<file path="src/rtl/motion_cfg_pkg.sv">
// Constants, register map and carriers for the motion sample output block
package motion_cfg_pkg;

	localparam int unsigned CLK_PERIOD_NS = 10;
	localparam int unsigned PER_32K_NS    = 31250;
	localparam int unsigned PER_8K_NS     = 125000;
	localparam int unsigned PER_1K_NS     = 1000000;
	localparam int unsigned CYC_32K       = PER_32K_NS / CLK_PERIOD_NS;
	localparam int unsigned CYC_8K        = PER_8K_NS / CLK_PERIOD_NS;
	localparam int unsigned CYC_1K        = PER_1K_NS / CLK_PERIOD_NS;
	localparam int unsigned TICK_W        = 20;

	// Register indices; byte address is four times the index
	localparam logic [9:0] IDX_Y_BIAS_HIGH = 10'h015;
	localparam logic [9:0] IDX_Y_BIAS_LOW  = 10'h016;
	localparam logic [9:0] IDX_Z_BIAS_HIGH = 10'h017;
	localparam logic [9:0] IDX_Z_BIAS_LOW  = 10'h018;
	localparam logic [9:0] IDX_RATE_DIV    = 10'h019;
	localparam logic [9:0] IDX_SETUP       = 10'h01A;
	localparam logic [9:0] IDX_GYRO_CFG    = 10'h01B;
	localparam logic [9:0] IDX_STATUS      = 10'h020;

	localparam logic [7:0] REG_RESET       = 8'h00;
	localparam int unsigned CFG_UNUSED_BIT = 7;
	localparam int unsigned CFG_FIFO_MODE  = 6;
	localparam int unsigned CFG_SYNC_MSB   = 5;
	localparam int unsigned CFG_SYNC_LSB   = 3;
	localparam int unsigned CFG_LPF_MSB    = 2;
	localparam int unsigned GCFG_BYP_MSB   = 1;
	localparam int unsigned ST_SYNC_LAT    = 4;
	localparam int unsigned ST_SYNC_HELD   = 5;
	localparam int unsigned ST_DROP_LSB    = 8;

	localparam int unsigned NUM_WORDS  = 7;
	localparam int unsigned WORD_W     = 16;
	localparam int unsigned FIFO_DEPTH = 4;

	typedef struct packed {
		logic [NUM_WORDS-1:0][WORD_W-1:0] word;
	} sample_t;

	typedef struct packed {
		logic        psel;
		logic        penable;
		logic        pwrite;
		logic [11:0] paddr;
		logic [31:0] pwdata;
	} apb_req_t;

endpackage

</file>
<file path="src/rtl/motion_sample_output_config.sv">
// Offset, rate divider, frame-sync capture and buffered output of motion samples
`timescale 1ns/1ps
`default_nettype none
module motion_sample_output_config #(
	parameter int unsigned PER_8K_CYC = motion_cfg_pkg::CYC_8K,
	parameter int unsigned PER_1K_CYC = motion_cfg_pkg::CYC_1K,
	parameter int unsigned FIFO_DEPTH = motion_cfg_pkg::FIFO_DEPTH
) (
	input  wire logic                     mclk_i,             // 100 MHz clock
	input  wire logic                     rst_i,              // Sync reset, high
	input  wire motion_cfg_pkg::apb_req_t apb_i,              // APB request
	output logic [31:0]                   prdata_o,           // APB read data
	output logic                          pready_o,           // APB ready
	output logic                          pslverr_o,          // APB error
	input  wire motion_cfg_pkg::sample_t  raw_i,              // Raw sensor words
	input  wire logic                     frame_sync_input_i, // Async sync pin
	output motion_cfg_pkg::sample_t       samp_o,             // Output registers
	output logic                          samp_stb_o,         // Output updated
	output logic                          fifo_valid_o,       // Buffer not empty
	input  wire logic                     fifo_ready_i,       // Buffer pop
	output motion_cfg_pkg::sample_t       fifo_data_o         // Buffer head
);
	localparam int unsigned LW = $clog2(FIFO_DEPTH+1);
	localparam int unsigned TW = motion_cfg_pkg::TICK_W;

	// ------------------------------------------------------------
	// State
	// ------------------------------------------------------------
	typedef struct packed {
		logic [7:0]             y_hi;
		logic [7:0]             y_lo;
		logic [7:0]             z_hi;
		logic [7:0]             z_lo;
		logic [7:0]             div;
		logic [7:0]             cfg;
		logic [7:0]             gcfg;
		logic [TW-1:0]          tick_cnt;
		logic [7:0]             div_cnt;
		logic [2:0]             sync_pipe;
		logic                   sync_lat;
		logic                   sync_held;
		logic                   samp_stb;
		motion_cfg_pkg::sample_t outv;
		logic [2:0][15:0]       filt;
		logic                   pready;
		logic                   pslverr;
		logic [31:0]            prdata;
		logic [7:0]             drop_cnt;
	} state_t;

	state_t             s_q;
	state_t             s_d;
	logic [1:0]         bypass;
	logic [2:0]         lpf;
	logic [2:0]         sync_sel;
	logic               div_on;
	logic [TW-1:0]      per_sel;
	logic               tick;
	logic               samp_now;
	logic               toggle;
	logic               setup;
	logic               access;
	logic [9:0]         idx;
	logic               mapped;
	logic [31:0]        rd_word;
	logic [2:0][15:0]   bias;
	logic [2:0][15:0]   filt_next;
	logic signed [16:0] diff [0:2];
	logic signed [16:0] step [0:2];
	logic [15:0]        z_sum;
	motion_cfg_pkg::sample_t next_out;
	motion_cfg_pkg::sample_t fifo_head;
	logic               f_in_ready;
	logic [LW-1:0]      f_level;

	assign bypass   = s_q.gcfg[motion_cfg_pkg::GCFG_BYP_MSB:0];
	assign lpf      = s_q.cfg[motion_cfg_pkg::CFG_LPF_MSB:0];
	assign sync_sel = s_q.cfg[motion_cfg_pkg::CFG_SYNC_MSB:motion_cfg_pkg::CFG_SYNC_LSB];

	// ------------------------------------------------------------
	// Internal rate and sample strobe
	// ------------------------------------------------------------
	assign div_on = (bypass == 2'h0) && (lpf != 3'h0) && (lpf != 3'h7);

	always_comb
	begin
		if (bypass != 2'h0)
			per_sel = TW'(motion_cfg_pkg::CYC_32K);
		else if (lpf == 3'h0 || lpf == 3'h7)
			per_sel = TW'(PER_8K_CYC);
		else
			per_sel = TW'(PER_1K_CYC);
	end

	// Compare with >= so a shorter period after reconfiguring never stalls
	assign tick     = s_q.tick_cnt >= TW'(per_sel - 1'b1);
	assign samp_now = tick && (!div_on || s_q.div_cnt == s_q.div);

	// ------------------------------------------------------------
	// Filter, bias and output word assembly
	// ------------------------------------------------------------
	assign bias[0] = 16'h0000;
	assign bias[1] = {s_q.y_hi, s_q.y_lo};
	assign bias[2] = {s_q.z_hi, s_q.z_lo};
	assign z_sum   = 16'(s_q.filt[2] + bias[2]);

	always_comb
	begin
		for (int a = 0; a < 3; a++)
		begin
			diff[a] = $signed({raw_i.word[a+1][15], raw_i.word[a+1]})
				- $signed({s_q.filt[a][15], s_q.filt[a]});
			step[a] = diff[a] >>> lpf;
			// Settings 0 and 7 are wide band, so they pass straight through
			if (div_on)
				filt_next[a] = 16'(s_q.filt[a] + step[a][15:0]);
			else
				filt_next[a] = raw_i.word[a+1];
		end
	end

	always_comb
	begin
		next_out = raw_i;
		for (int w = 1; w < 4; w++)
			next_out.word[w] = 16'(s_q.filt[w-1] + bias[w-1]);
		if (sync_sel != 3'h0)
			next_out.word[3'(sync_sel - 3'h1)][0] = s_q.sync_lat;
	end

	// ------------------------------------------------------------
	// Frame sync synchroniser and toggle latch
	// ------------------------------------------------------------
	assign toggle = s_q.sync_pipe[1] ^ s_q.sync_pipe[2];

	// ------------------------------------------------------------
	// APB decode
	// ------------------------------------------------------------
	assign setup  = apb_i.psel && !apb_i.penable;
	assign access = apb_i.psel && apb_i.penable && s_q.pready;
	assign idx    = apb_i.paddr[11:2];

	always_comb
	begin
		mapped  = apb_i.paddr[1:0] == 2'h0;
		rd_word = 32'h0000_0000;
		case (idx)
			motion_cfg_pkg::IDX_Y_BIAS_HIGH: rd_word[7:0] = s_q.y_hi;
			motion_cfg_pkg::IDX_Y_BIAS_LOW:  rd_word[7:0] = s_q.y_lo;
			motion_cfg_pkg::IDX_Z_BIAS_HIGH: rd_word[7:0] = s_q.z_hi;
			motion_cfg_pkg::IDX_Z_BIAS_LOW:  rd_word[7:0] = s_q.z_lo;
			motion_cfg_pkg::IDX_RATE_DIV:    rd_word[7:0] = s_q.div;
			motion_cfg_pkg::IDX_SETUP:       rd_word[7:0] = s_q.cfg;
			motion_cfg_pkg::IDX_GYRO_CFG:    rd_word[7:0] = s_q.gcfg;
			motion_cfg_pkg::IDX_STATUS:
			begin
				rd_word[LW-1:0]                       = f_level;
				rd_word[motion_cfg_pkg::ST_SYNC_LAT]  = s_q.sync_lat;
				rd_word[motion_cfg_pkg::ST_SYNC_HELD] = s_q.sync_held;
				rd_word[motion_cfg_pkg::ST_DROP_LSB +: 8] = s_q.drop_cnt;
			end
			default: mapped = 1'b0;
		endcase
	end

	// ------------------------------------------------------------
	// Next state
	// ------------------------------------------------------------
	always_comb
	begin
		s_d          = s_q;
		s_d.pready   = setup;
		s_d.samp_stb = samp_now;
		if (setup)
		begin
			s_d.prdata  = apb_i.pwrite ? 32'h0000_0000 : rd_word;
			s_d.pslverr = !mapped;
		end
		if (access && apb_i.pwrite && mapped)
		begin
			case (idx)
				motion_cfg_pkg::IDX_Y_BIAS_HIGH: s_d.y_hi = apb_i.pwdata[7:0];
				motion_cfg_pkg::IDX_Y_BIAS_LOW:  s_d.y_lo = apb_i.pwdata[7:0];
				motion_cfg_pkg::IDX_Z_BIAS_HIGH: s_d.z_hi = apb_i.pwdata[7:0];
				motion_cfg_pkg::IDX_Z_BIAS_LOW:  s_d.z_lo = apb_i.pwdata[7:0];
				motion_cfg_pkg::IDX_RATE_DIV:    s_d.div  = apb_i.pwdata[7:0];
				motion_cfg_pkg::IDX_SETUP:
				begin
					// Unused top bit is held at zero whatever the host writes
					s_d.cfg = {1'b0, apb_i.pwdata[6:0]};
				end
				motion_cfg_pkg::IDX_GYRO_CFG:    s_d.gcfg = apb_i.pwdata[7:0];
				default: s_d.pslverr = s_q.pslverr;
			endcase
		end

		s_d.tick_cnt = tick ? '0 : TW'(s_q.tick_cnt + 1'b1);
		if (tick)
		begin
			s_d.filt = filt_next;
			if (!div_on)
				s_d.div_cnt = 8'h00;
			else if (s_q.div_cnt >= s_q.div)
				s_d.div_cnt = 8'h00;
			else
				s_d.div_cnt = 8'(s_q.div_cnt + 1'b1);
		end

		if (samp_now)
			s_d.outv = next_out;

		s_d.sync_pipe = {s_q.sync_pipe[1:0], frame_sync_input_i};
		if (samp_now)
			s_d.sync_held = 1'b0;
		// A toggle in the capture cycle wins and starts a new hold
		if (toggle && (!s_q.sync_held || samp_now))
		begin
			s_d.sync_lat  = !s_q.sync_lat;
			s_d.sync_held = 1'b1;
		end

		if (samp_now && !f_in_ready && s_q.drop_cnt != 8'hFF)
			s_d.drop_cnt = 8'(s_q.drop_cnt + 1'b1);
	end

	always_ff @(posedge mclk_i)
	begin
		if (rst_i)
			s_q <= '0;
		else
			s_q <= s_d;
	end

	// ------------------------------------------------------------
	// Output buffer
	// ------------------------------------------------------------
	sample_fifo #(
		.WIDTH ($bits(motion_cfg_pkg::sample_t)),
		.DEPTH (FIFO_DEPTH)
	) u_fifo (
		.clk_i       (mclk_i),
		.rst_i       (rst_i),
		.overwrite_i (!s_q.cfg[motion_cfg_pkg::CFG_FIFO_MODE]),
		.in_valid_i  (samp_now),
		.in_ready_o  (f_in_ready),
		.in_data_i   (next_out),
		.out_valid_o (fifo_valid_o),
		.out_ready_i (fifo_ready_i),
		.out_data_o  (fifo_head),
		.level_o     (f_level)
	);

	assign fifo_data_o = fifo_head;
	assign prdata_o    = s_q.prdata;
	assign pready_o    = s_q.pready;
	assign pslverr_o   = s_q.pslverr;
	assign samp_o      = s_q.outv;
	assign samp_stb_o  = s_q.samp_stb;

	// ------------------------------------------------------------
	// Checks
	// ------------------------------------------------------------
	a_ylow_write: assert property (@(posedge mclk_i) disable iff (rst_i)
		access && apb_i.pwrite && idx == motion_cfg_pkg::IDX_Y_BIAS_LOW
			&& apb_i.paddr[1:0] == 2'h0
		|=> s_q.y_lo == $past(apb_i.pwdata[7:0]))
		else $error("Y bias low byte not stored");

	a_zbias_sum: assert property (@(posedge mclk_i) disable iff (rst_i)
		samp_now |=> samp_o.word[3][15:1] == $past(z_sum[15:1]))
		else $error("Z output does not carry bias");

	a_ybias_sum: assert property (@(posedge mclk_i) disable iff (rst_i)
		samp_now |=> samp_o.word[2][15:1] == $past(16'(s_q.filt[1] + bias[1])) >> 1)
		else $error("Y output does not carry bias");

	a_div_hold: assert property (@(posedge mclk_i) disable iff (rst_i)
		tick && div_on && s_q.div_cnt != s_q.div |=> !samp_stb_o)
		else $error("Strobe before divider count ends");

	a_div_ignored: assert property (@(posedge mclk_i) disable iff (rst_i)
		tick && !div_on |=> samp_stb_o)
		else $error("Divider applied while not effective");

	a_rate_bound: assert property (@(posedge mclk_i) disable iff (rst_i)
		bypass != 2'h0 && $stable(bypass) |-> s_q.tick_cnt < TW'(motion_cfg_pkg::CYC_32K)
			|| $past(per_sel) != per_sel)
		else $error("Bypass rate period exceeded");

	a_drop_full: assert property (@(posedge mclk_i) disable iff (rst_i)
		samp_now && s_q.cfg[motion_cfg_pkg::CFG_FIFO_MODE] && f_level == LW'(FIFO_DEPTH)
			&& !fifo_ready_i
		|=> f_level == LW'(FIFO_DEPTH) && $stable(fifo_head))
		else $error("Full buffer accepted a sample");

	a_overwrite: assert property (@(posedge mclk_i) disable iff (rst_i)
		samp_now && !s_q.cfg[motion_cfg_pkg::CFG_FIFO_MODE] && f_level == LW'(FIFO_DEPTH)
		|=> f_level == LW'(FIFO_DEPTH) && $past(f_in_ready))
		else $error("Oldest entry not replaced");

	a_sync_place: assert property (@(posedge mclk_i) disable iff (rst_i)
		samp_now && sync_sel == 3'h3 |=> samp_o.word[2][0] == $past(s_q.sync_lat))
		else $error("Sync bit not placed in Y low byte");

	a_sync_flip: assert property (@(posedge mclk_i) disable iff (rst_i)
		toggle && !s_q.sync_held |=> s_q.sync_lat != $past(s_q.sync_lat) ##0 s_q.sync_held)
		else $error("Sync toggle not latched");

	a_sync_frozen: assert property (@(posedge mclk_i) disable iff (rst_i)
		s_q.sync_held && !samp_now |=> $stable(s_q.sync_lat))
		else $error("Latched sync flipped before capture");

	a_filter_byp: assert property (@(posedge mclk_i) disable iff (rst_i)
		tick && bypass != 2'h0 |=> s_q.filt[0] == $past(raw_i.word[1]))
		else $error("Filter active while bypassed");

	a_top_bit: assert property (@(posedge mclk_i) disable iff (rst_i)
		!s_q.cfg[motion_cfg_pkg::CFG_UNUSED_BIT])
		else $error("Unused setup bit set");

	a_yhigh_write: assert property (@(posedge mclk_i) disable iff (rst_i)
		access && apb_i.pwrite && idx == motion_cfg_pkg::IDX_Y_BIAS_HIGH
			&& apb_i.paddr[1:0] == 2'h0
		|=> s_q.y_hi == $past(apb_i.pwdata[7:0]))
		else $error("Y bias high byte not stored");

	a_zhigh_write: assert property (@(posedge mclk_i) disable iff (rst_i)
		access && apb_i.pwrite && idx == motion_cfg_pkg::IDX_Z_BIAS_HIGH
			&& apb_i.paddr[1:0] == 2'h0
		|=> s_q.z_hi == $past(apb_i.pwdata[7:0]))
		else $error("Z bias high byte not stored");

	a_zlow_write: assert property (@(posedge mclk_i) disable iff (rst_i)
		access && apb_i.pwrite && idx == motion_cfg_pkg::IDX_Z_BIAS_LOW
			&& apb_i.paddr[1:0] == 2'h0
		|=> s_q.z_lo == $past(apb_i.pwdata[7:0]))
		else $error("Z bias low byte not stored");

	a_setup_write: assert property (@(posedge mclk_i) disable iff (rst_i)
		access && apb_i.pwrite && idx == motion_cfg_pkg::IDX_SETUP
			&& apb_i.paddr[1:0] == 2'h0
		|=> s_q.cfg[6:0] == $past(apb_i.pwdata[6:0]))
		else $error("Setup register not stored");

	a_rate_1k: assert property (@(posedge mclk_i) disable iff (rst_i)
		tick && div_on && $stable(per_sel) |-> s_q.tick_cnt == TW'(PER_1K_CYC - 1))
		else $error("Divider base period wrong");

	a_rate_8k: assert property (@(posedge mclk_i) disable iff (rst_i)
		tick && bypass == 2'h0 && !div_on && $stable(per_sel)
		|-> s_q.tick_cnt == TW'(PER_8K_CYC - 1))
		else $error("Wide band period wrong");

	a_rate_32k: assert property (@(posedge mclk_i) disable iff (rst_i)
		tick && bypass != 2'h0 && $stable(per_sel)
		|-> s_q.tick_cnt == TW'(motion_cfg_pkg::CYC_32K - 1))
		else $error("Bypass period wrong");

	a_drop_count: assert property (@(posedge mclk_i) disable iff (rst_i)
		samp_now && !f_in_ready && s_q.drop_cnt != 8'hFF
		|=> s_q.drop_cnt == 8'($past(s_q.drop_cnt) + 8'h01))
		else $error("Dropped sample not counted");

	a_sync_release: assert property (@(posedge mclk_i) disable iff (rst_i)
		samp_now && !toggle |=> !s_q.sync_held)
		else $error("Sync hold not released by strobe");
endmodule
`default_nettype wire

</file>
<file path="src/rtl/sample_fifo.sv">
// Small sample FIFO with optional overwrite of the oldest entry
`timescale 1ns/1ps
`default_nettype none
module sample_fifo #(
	parameter int unsigned WIDTH = 112,
	parameter int unsigned DEPTH = 4
) (
	input  wire logic                     clk_i,       // Clock
	input  wire logic                     rst_i,       // Sync reset
	input  wire logic                     overwrite_i, // Full: replace oldest
	input  wire logic                     in_valid_i,  // Push request
	output logic                          in_ready_o,  // Push accepted
	input  wire logic [WIDTH-1:0]         in_data_i,   // Push data
	output logic                          out_valid_o, // Data available
	input  wire logic                     out_ready_i, // Pop request
	output logic [WIDTH-1:0]              out_data_o,  // Head data
	output logic [$clog2(DEPTH+1)-1:0]    level_o      // Entries held
);
	localparam int unsigned AW = $clog2(DEPTH);
	localparam int unsigned CW = $clog2(DEPTH+1);

	typedef struct packed {
		logic [DEPTH-1:0][WIDTH-1:0] mem;
		logic [AW-1:0]               wr;
		logic [AW-1:0]               rd;
		logic [CW-1:0]               cnt;
	} fifo_state_t;

	fifo_state_t f_q;
	fifo_state_t f_d;
	logic        full;
	logic        push;
	logic        pop;

	assign full        = f_q.cnt == CW'(DEPTH);
	assign in_ready_o  = !full || overwrite_i;
	assign out_valid_o = f_q.cnt != '0;
	assign out_data_o  = f_q.mem[f_q.rd];
	assign level_o     = f_q.cnt;
	assign push        = in_valid_i && in_ready_o;
	// Overwrite retires the head so that the newest sample still fits
	assign pop         = (out_valid_o && out_ready_i) || (full && in_valid_i && overwrite_i);

	always_comb
	begin
		f_d = f_q;
		if (push)
		begin
			f_d.mem[f_q.wr] = in_data_i;
			f_d.wr          = (f_q.wr == AW'(DEPTH-1)) ? '0 : AW'(f_q.wr + 1'b1);
		end
		if (pop)
			f_d.rd = (f_q.rd == AW'(DEPTH-1)) ? '0 : AW'(f_q.rd + 1'b1);
		if (push && !pop)
			f_d.cnt = CW'(f_q.cnt + 1'b1);
		else if (pop && !push)
			f_d.cnt = CW'(f_q.cnt - 1'b1);
	end

	always_ff @(posedge clk_i)
	begin
		if (rst_i)
			f_q <= '0;
		else
			f_q <= f_d;
	end
endmodule
`default_nettype wire
</file>
<file path="config.mk">
export PLATFORM = sky130hd
export DESIGN_NAME = motion_sample_output_config
export DESIGN_NICKNAME = d
export VERILOG_FILES = /design/src/rtl/motion_cfg_pkg.sv /design/src/rtl/motion_sample_output_config.sv /design/src/rtl/sample_fifo.sv
export SDC_FILE = /design/constraint.sdc
export NUM_CORES = 2
export LEC_CHECK = 0
export BUFFER_PORTS_ARGS = -buffer_cell sky130_fd_sc_hd__buf_2
export CAP_MARGIN = 20
export CORE_MARGIN = 5
export CORE_UTILIZATION = 45
export CTS_BUF_LIST = sky130_fd_sc_hd__clkbuf_8
export DETAILED_ROUTE_END_ITERATION = 7
export PLACE_DENSITY_LB_ADDON = 0.3
export SETUP_SLACK_MARGIN = 0.4
export SLEW_MARGIN = 10
export SYNTH_ARGS = -nofsm -noshare
export SYNTH_HDL_FRONTEND = slang
export SYNTH_SLANG_ARGS = --single-unit
</file>
<file path="constraint.sdc">
create_clock -name mclk_i -period 5.4 [get_ports mclk_i]
set_input_delay 0.27 -clock mclk_i [delete_from_list [all_inputs] [get_ports mclk_i]]
set_output_delay 0.27 -clock mclk_i [all_outputs]
set_load 0.02 [all_outputs]
</file>
==> qor.yml <==
postRouteAntennaNets: 0
hpwl_um: 79240
core.rowCount: 106
crit_fanout: 3
p_leak_nw: 17.62
cp_cell_sequence: "ha_4 -> inv_2 -> fa_2 -> a211oi_4 -> o21ai_2 -> a2111oi_4 -> or4_1 -> o2111ai_2 -> mux2_4 -> mux2_4 -> mux2_4 -> ha_4 -> a21o_1 -> a21o_1 -> a21o_1 -> a222oi_1 -> a211o_1 -> buf_4 -> nor4_1 -> o32a_1 -> nor2_1 -> a21oi_1"
clkPwrFrac_pct: 34.5
synth.distinct_cells: 86
drive_gt1_share_pct: 20.09
cp_num_buf_inv: 2
place.gp.congestion: 0.9494
pwr_density_cell_mw_per_mm2: 331.3
yosysSeqAreaShare_pct: 38.78
syn_to_final_growth_pct: 17.41
finalWirelength_um: 118900
antenna_found_initial: 8
crit_slowest_cell: "a2111oi_4"
fin_skew_ns: 0.04480
grt_pass1_wl_um: 181400
clock.fmax_ghz: 0.2039
drt-initial-drc-count: 2804
syn_area_per_cell_sq_um: 8.595
grt_start_max_net_pins: 192
switchingPower_mw: 4.773
clkSlewWorstSetupHoldPaths_ns: 0.06
clockRootBuffer: "clkbuf_8"
fin_crit_ns: 4.905
switching_share_pct: 32.56
ir_drop_mv: 0.2241
vias: 33050
grt_util_all_layers_pct: 25.35
slowest_delay_ns: 0.39
grt_pass1_vias: 31370
cts_sinks: 730
min_path_type: "input port to flip-flop"
rsz0062_at_grt: "yes"
final_max_slew_viol_count: 0
p_int_mw: 9.886
die_w_um: 299.4
cts-buffers-inserted: 130
status: "completed"
worstMarginPinSlew_ns: 1.185
critPathLaunchType: "flip-flop"
firstDrtPassIters: 5
cts_tree: "yes"
io_pins: 423
synthArstFlopShare_pct: 0
setup_violations: 0
routed_via_density: 5.608
place_inst: 5502
pwr-share-seq_pct: 40.3
relSlewSlack_pct: 18.72
syn_area_sq_mm: 0.03768
place.port_buffers: 382
finalNonFillerCells: 5894
synthCells: 4384
fp.dieH_um: 299.4
start_util_pct: 45.24
post_drt_wl_per_cell_um: 20.18
p_comb_share_pct: 25.2
finalHoldViolCount: 0
htreeDepth: 4
insertion_delay_ns: 0.80
core-area_sq_mm: 0.08329
crit_type: "flip-flop to flip-flop"
grt-ovfl-total: 0
synth_seq_cells: 730
crit_path_end_kind: "flip-flop"
dieArea_sq_mm: 0.08962
ys_warn_count: 0
synth_edf_count: 0
tns_ns: 0
critPathArrivalTime_ns: 5.54
route.detailed.drc: 0
drv_cap: 0
fillerInstances: 7645
cts.path.max_buffers: 3
yosys_most_used_dff: "dfxtp_1"
finalCritPeriodShare_pct: 90.84
nets: 5049
path_delay_family: "compound AO/OA/AOI/OAI gates"
worst_ep_required_time_ns: 6.03
-- sequential cells by signal (all words and copies together) (netlist names) --
name and flops:
pslverr_o 1, s_q 105, prdata_o 16, u_fifo.level_o 3, samp_o 112, bias 32
u_fifo.f_q 452, lpf 3, bypass 2, samp_stb_o 1, pready_o 1, s_d 2
-- timing repair --
action | 4_1_cts | 5_1_grt
setup endpoints to repair | 9 | 22
pin swaps | 28 | 59
resized for setup | 43 | 82
endpoints found under the hold margin | 428 | 0
hold buffers | 125 | 0
buffers inserted | 20 | 19
-- power groups by stage --
stage	clock (mW)	sequential, mW	combinational (mW)
final	5.05	5.91	3.70
after global routing	5.43	5.95	3.99
after CTS	5.17	5.91	3.53
after detailed placement	0	6.03	3.34
after global placement	0	6.02	3.32
after floorplan	0	5.82	2.56
-- cell usage after synthesis, types with 8 or more instances --
| cell type | number | area (sq um) |
|---|---|---|
| a211oi_1 | 102 | 765.7 |
| a21o_1 | 40 | 300.3 |
| a21oi_1 | 529 | 2648 |
| a221oi_1 | 10 | 87.58 |
| a22o_1 | 84 | 735.7 |
| a22oi_1 | 18 | 135.1 |
| a311oi_1 | 18 | 157.7 |
| a31oi_1 | 17 | 106.4 |
| and2_1 | 15 | 93.84 |
| and3_1 | 24 | 150.1 |
| buf_1 | 26 | 97.59 |
| buf_2 | 65 | 325.3 |
| buf_4 | 145 | 1089 |
| clkbuf_1 | 189 | 709.4 |
| dfxtp_1 | 730 | 14610 |
| fa_1 | 9 | 180.2 |
| ha_1 | 158 | 1977 |
| inv_1 | 121 | 454.2 |
| mux2_2 | 44 | 495.5 |
| mux2i_1 | 87 | 870.8 |
| mux4_2 | 134 | 3018 |
| nand2_1 | 954 | 3581 |
| nand2b_1 | 15 | 93.84 |
| nand3_1 | 39 | 195.2 |
| nand4_1 | 11 | 68.82 |
| nor2_1 | 319 | 1197 |
| nor2b_1 | 19 | 118.9 |
| nor3_1 | 42 | 210.2 |
| nor3b_1 | 8 | 60.06 |
| o211ai_1 | 11 | 82.58 |
| o21a_1 | 30 | 225.2 |
| o21ai_0 | 58 | 290.3 |
| o21ai_1 | 48 | 240.2 |
| o21bai_1 | 14 | 105.1 |
| o31ai_1 | 9 | 67.56 |
| or3_1 | 16 | 100.1 |
| xnor2_1 | 85 | 744.5 |
| xor2_1 | 46 | 402.9 |
-- routing by layer --
layer  wire, um  track usage (%)  vias to the layer above
li1           -                -                    15810
met1      52100            34.12                    15860
met2      54700            40.77                     1169
met3       7790            4.701                      220
met4       4349            9.557                        0
met5          0                0                        -
-- per-stage QoR --
stage	power (mW)	area, sq um	worst slack (ns)	hold slack, ns	util (%)
2_1_floorplan	8.381	37750	0.4744	0.3955	-
3_3_place_gp	9.342	39570	0.1251	0.4207	47.51
4_1_cts	14.61	43690	0.3616	0.03713	52.46
6_report	14.66	44240	0.4946	0.1087	53.12
5_1_grt	15.37	44240	0.2545	0.1098	53.11
3_5_place_dp	9.369	39570	0.08243	0.4307	47.51
-- worst paths after layout --
check,cells after the start,start,slack [ns],endpoint
worst min-delay path,6,apb_i[39],0.11,prdata_o[7]
worst max-delay path,22,s_q[42],0.49,s_q[57]
worst min register to register,1,s_d[206],0.44,s_d[207]
worst max register to register,22,s_q[42],0.49,s_q[57]
-- worst reg2reg max path, delay by kind of cell (launching register included) --
kind / cells / cell delay, ns
buffers and inverters: 2 / 0.16
AO/OA/AOI/OAI: 11 / 2.35
AND/OR/NAND/NOR: 3 / 0.32
adder cells (fa/ha/maj): 3 / 0.75
multiplexers: 3 / 0.85
flip-flops: 1 / 0.34
-- cells in the final DEF (no fill, tap or decap), types with 16 or more instances in the layout --
cell / n
buf_12: 16
and3_1: 19
nand2_1: 952
o21ai_0: 50
a31oi_1: 17
ha_1: 139
xor2_1: 45
buf_4: 85
a22oi_1: 18
nor2b_1: 17
xnor2_1: 83
mux2i_1: 86
ha_4: 18
inv_1: 161
a211oi_1: 96
buf_2: 381
clkbuf_8: 153
nor3_1: 41
conb_1: 21
dlygate4sd3_1: 125
nor2_1: 310
mux2_2: 39
o21ai_1: 51
a22o_1: 84
a311oi_1: 18
nand3_1: 37
a21o_1: 40
a21oi_1: 520
dfxtp_1: 714
mux4_2: 134
o21a_1: 29
-- logic make-up after synthesis --
family | count (synthesis) | share of synthesized area (%)
AOI/OAI and AO/OA | 1047 | 17.30
adders and majority gates | 167 | 5.725
muxes | 268 | 11.72
DFF | 730 | 38.78
buffers and inverters | 549 | 7.129
xor gates and xnor gates | 132 | 3.105
other | 2 | 0.01993
and+or+nand+nor | 1489 | 16.22
-- cell type report --
cell class / instances / area [sq um] / area share [%]
Antenna cell: 6 / 15.01 / 0.03394
Clock buffer: 153 / 2106 / 4.760
Clock inverter: 68 / 401.6 / 0.9078
Inverter: 124 / 467.9 / 1.058
Multi-Input combinational cell: 3124 / 21110 / 47.72
Sequential cell: 730 / 14640 / 33.10
Tap cell: 1080 / 1351 / 3.054
Timing Repair Buffer: 609 / 4143 / 9.364
(Power assumes the default switching activity.)
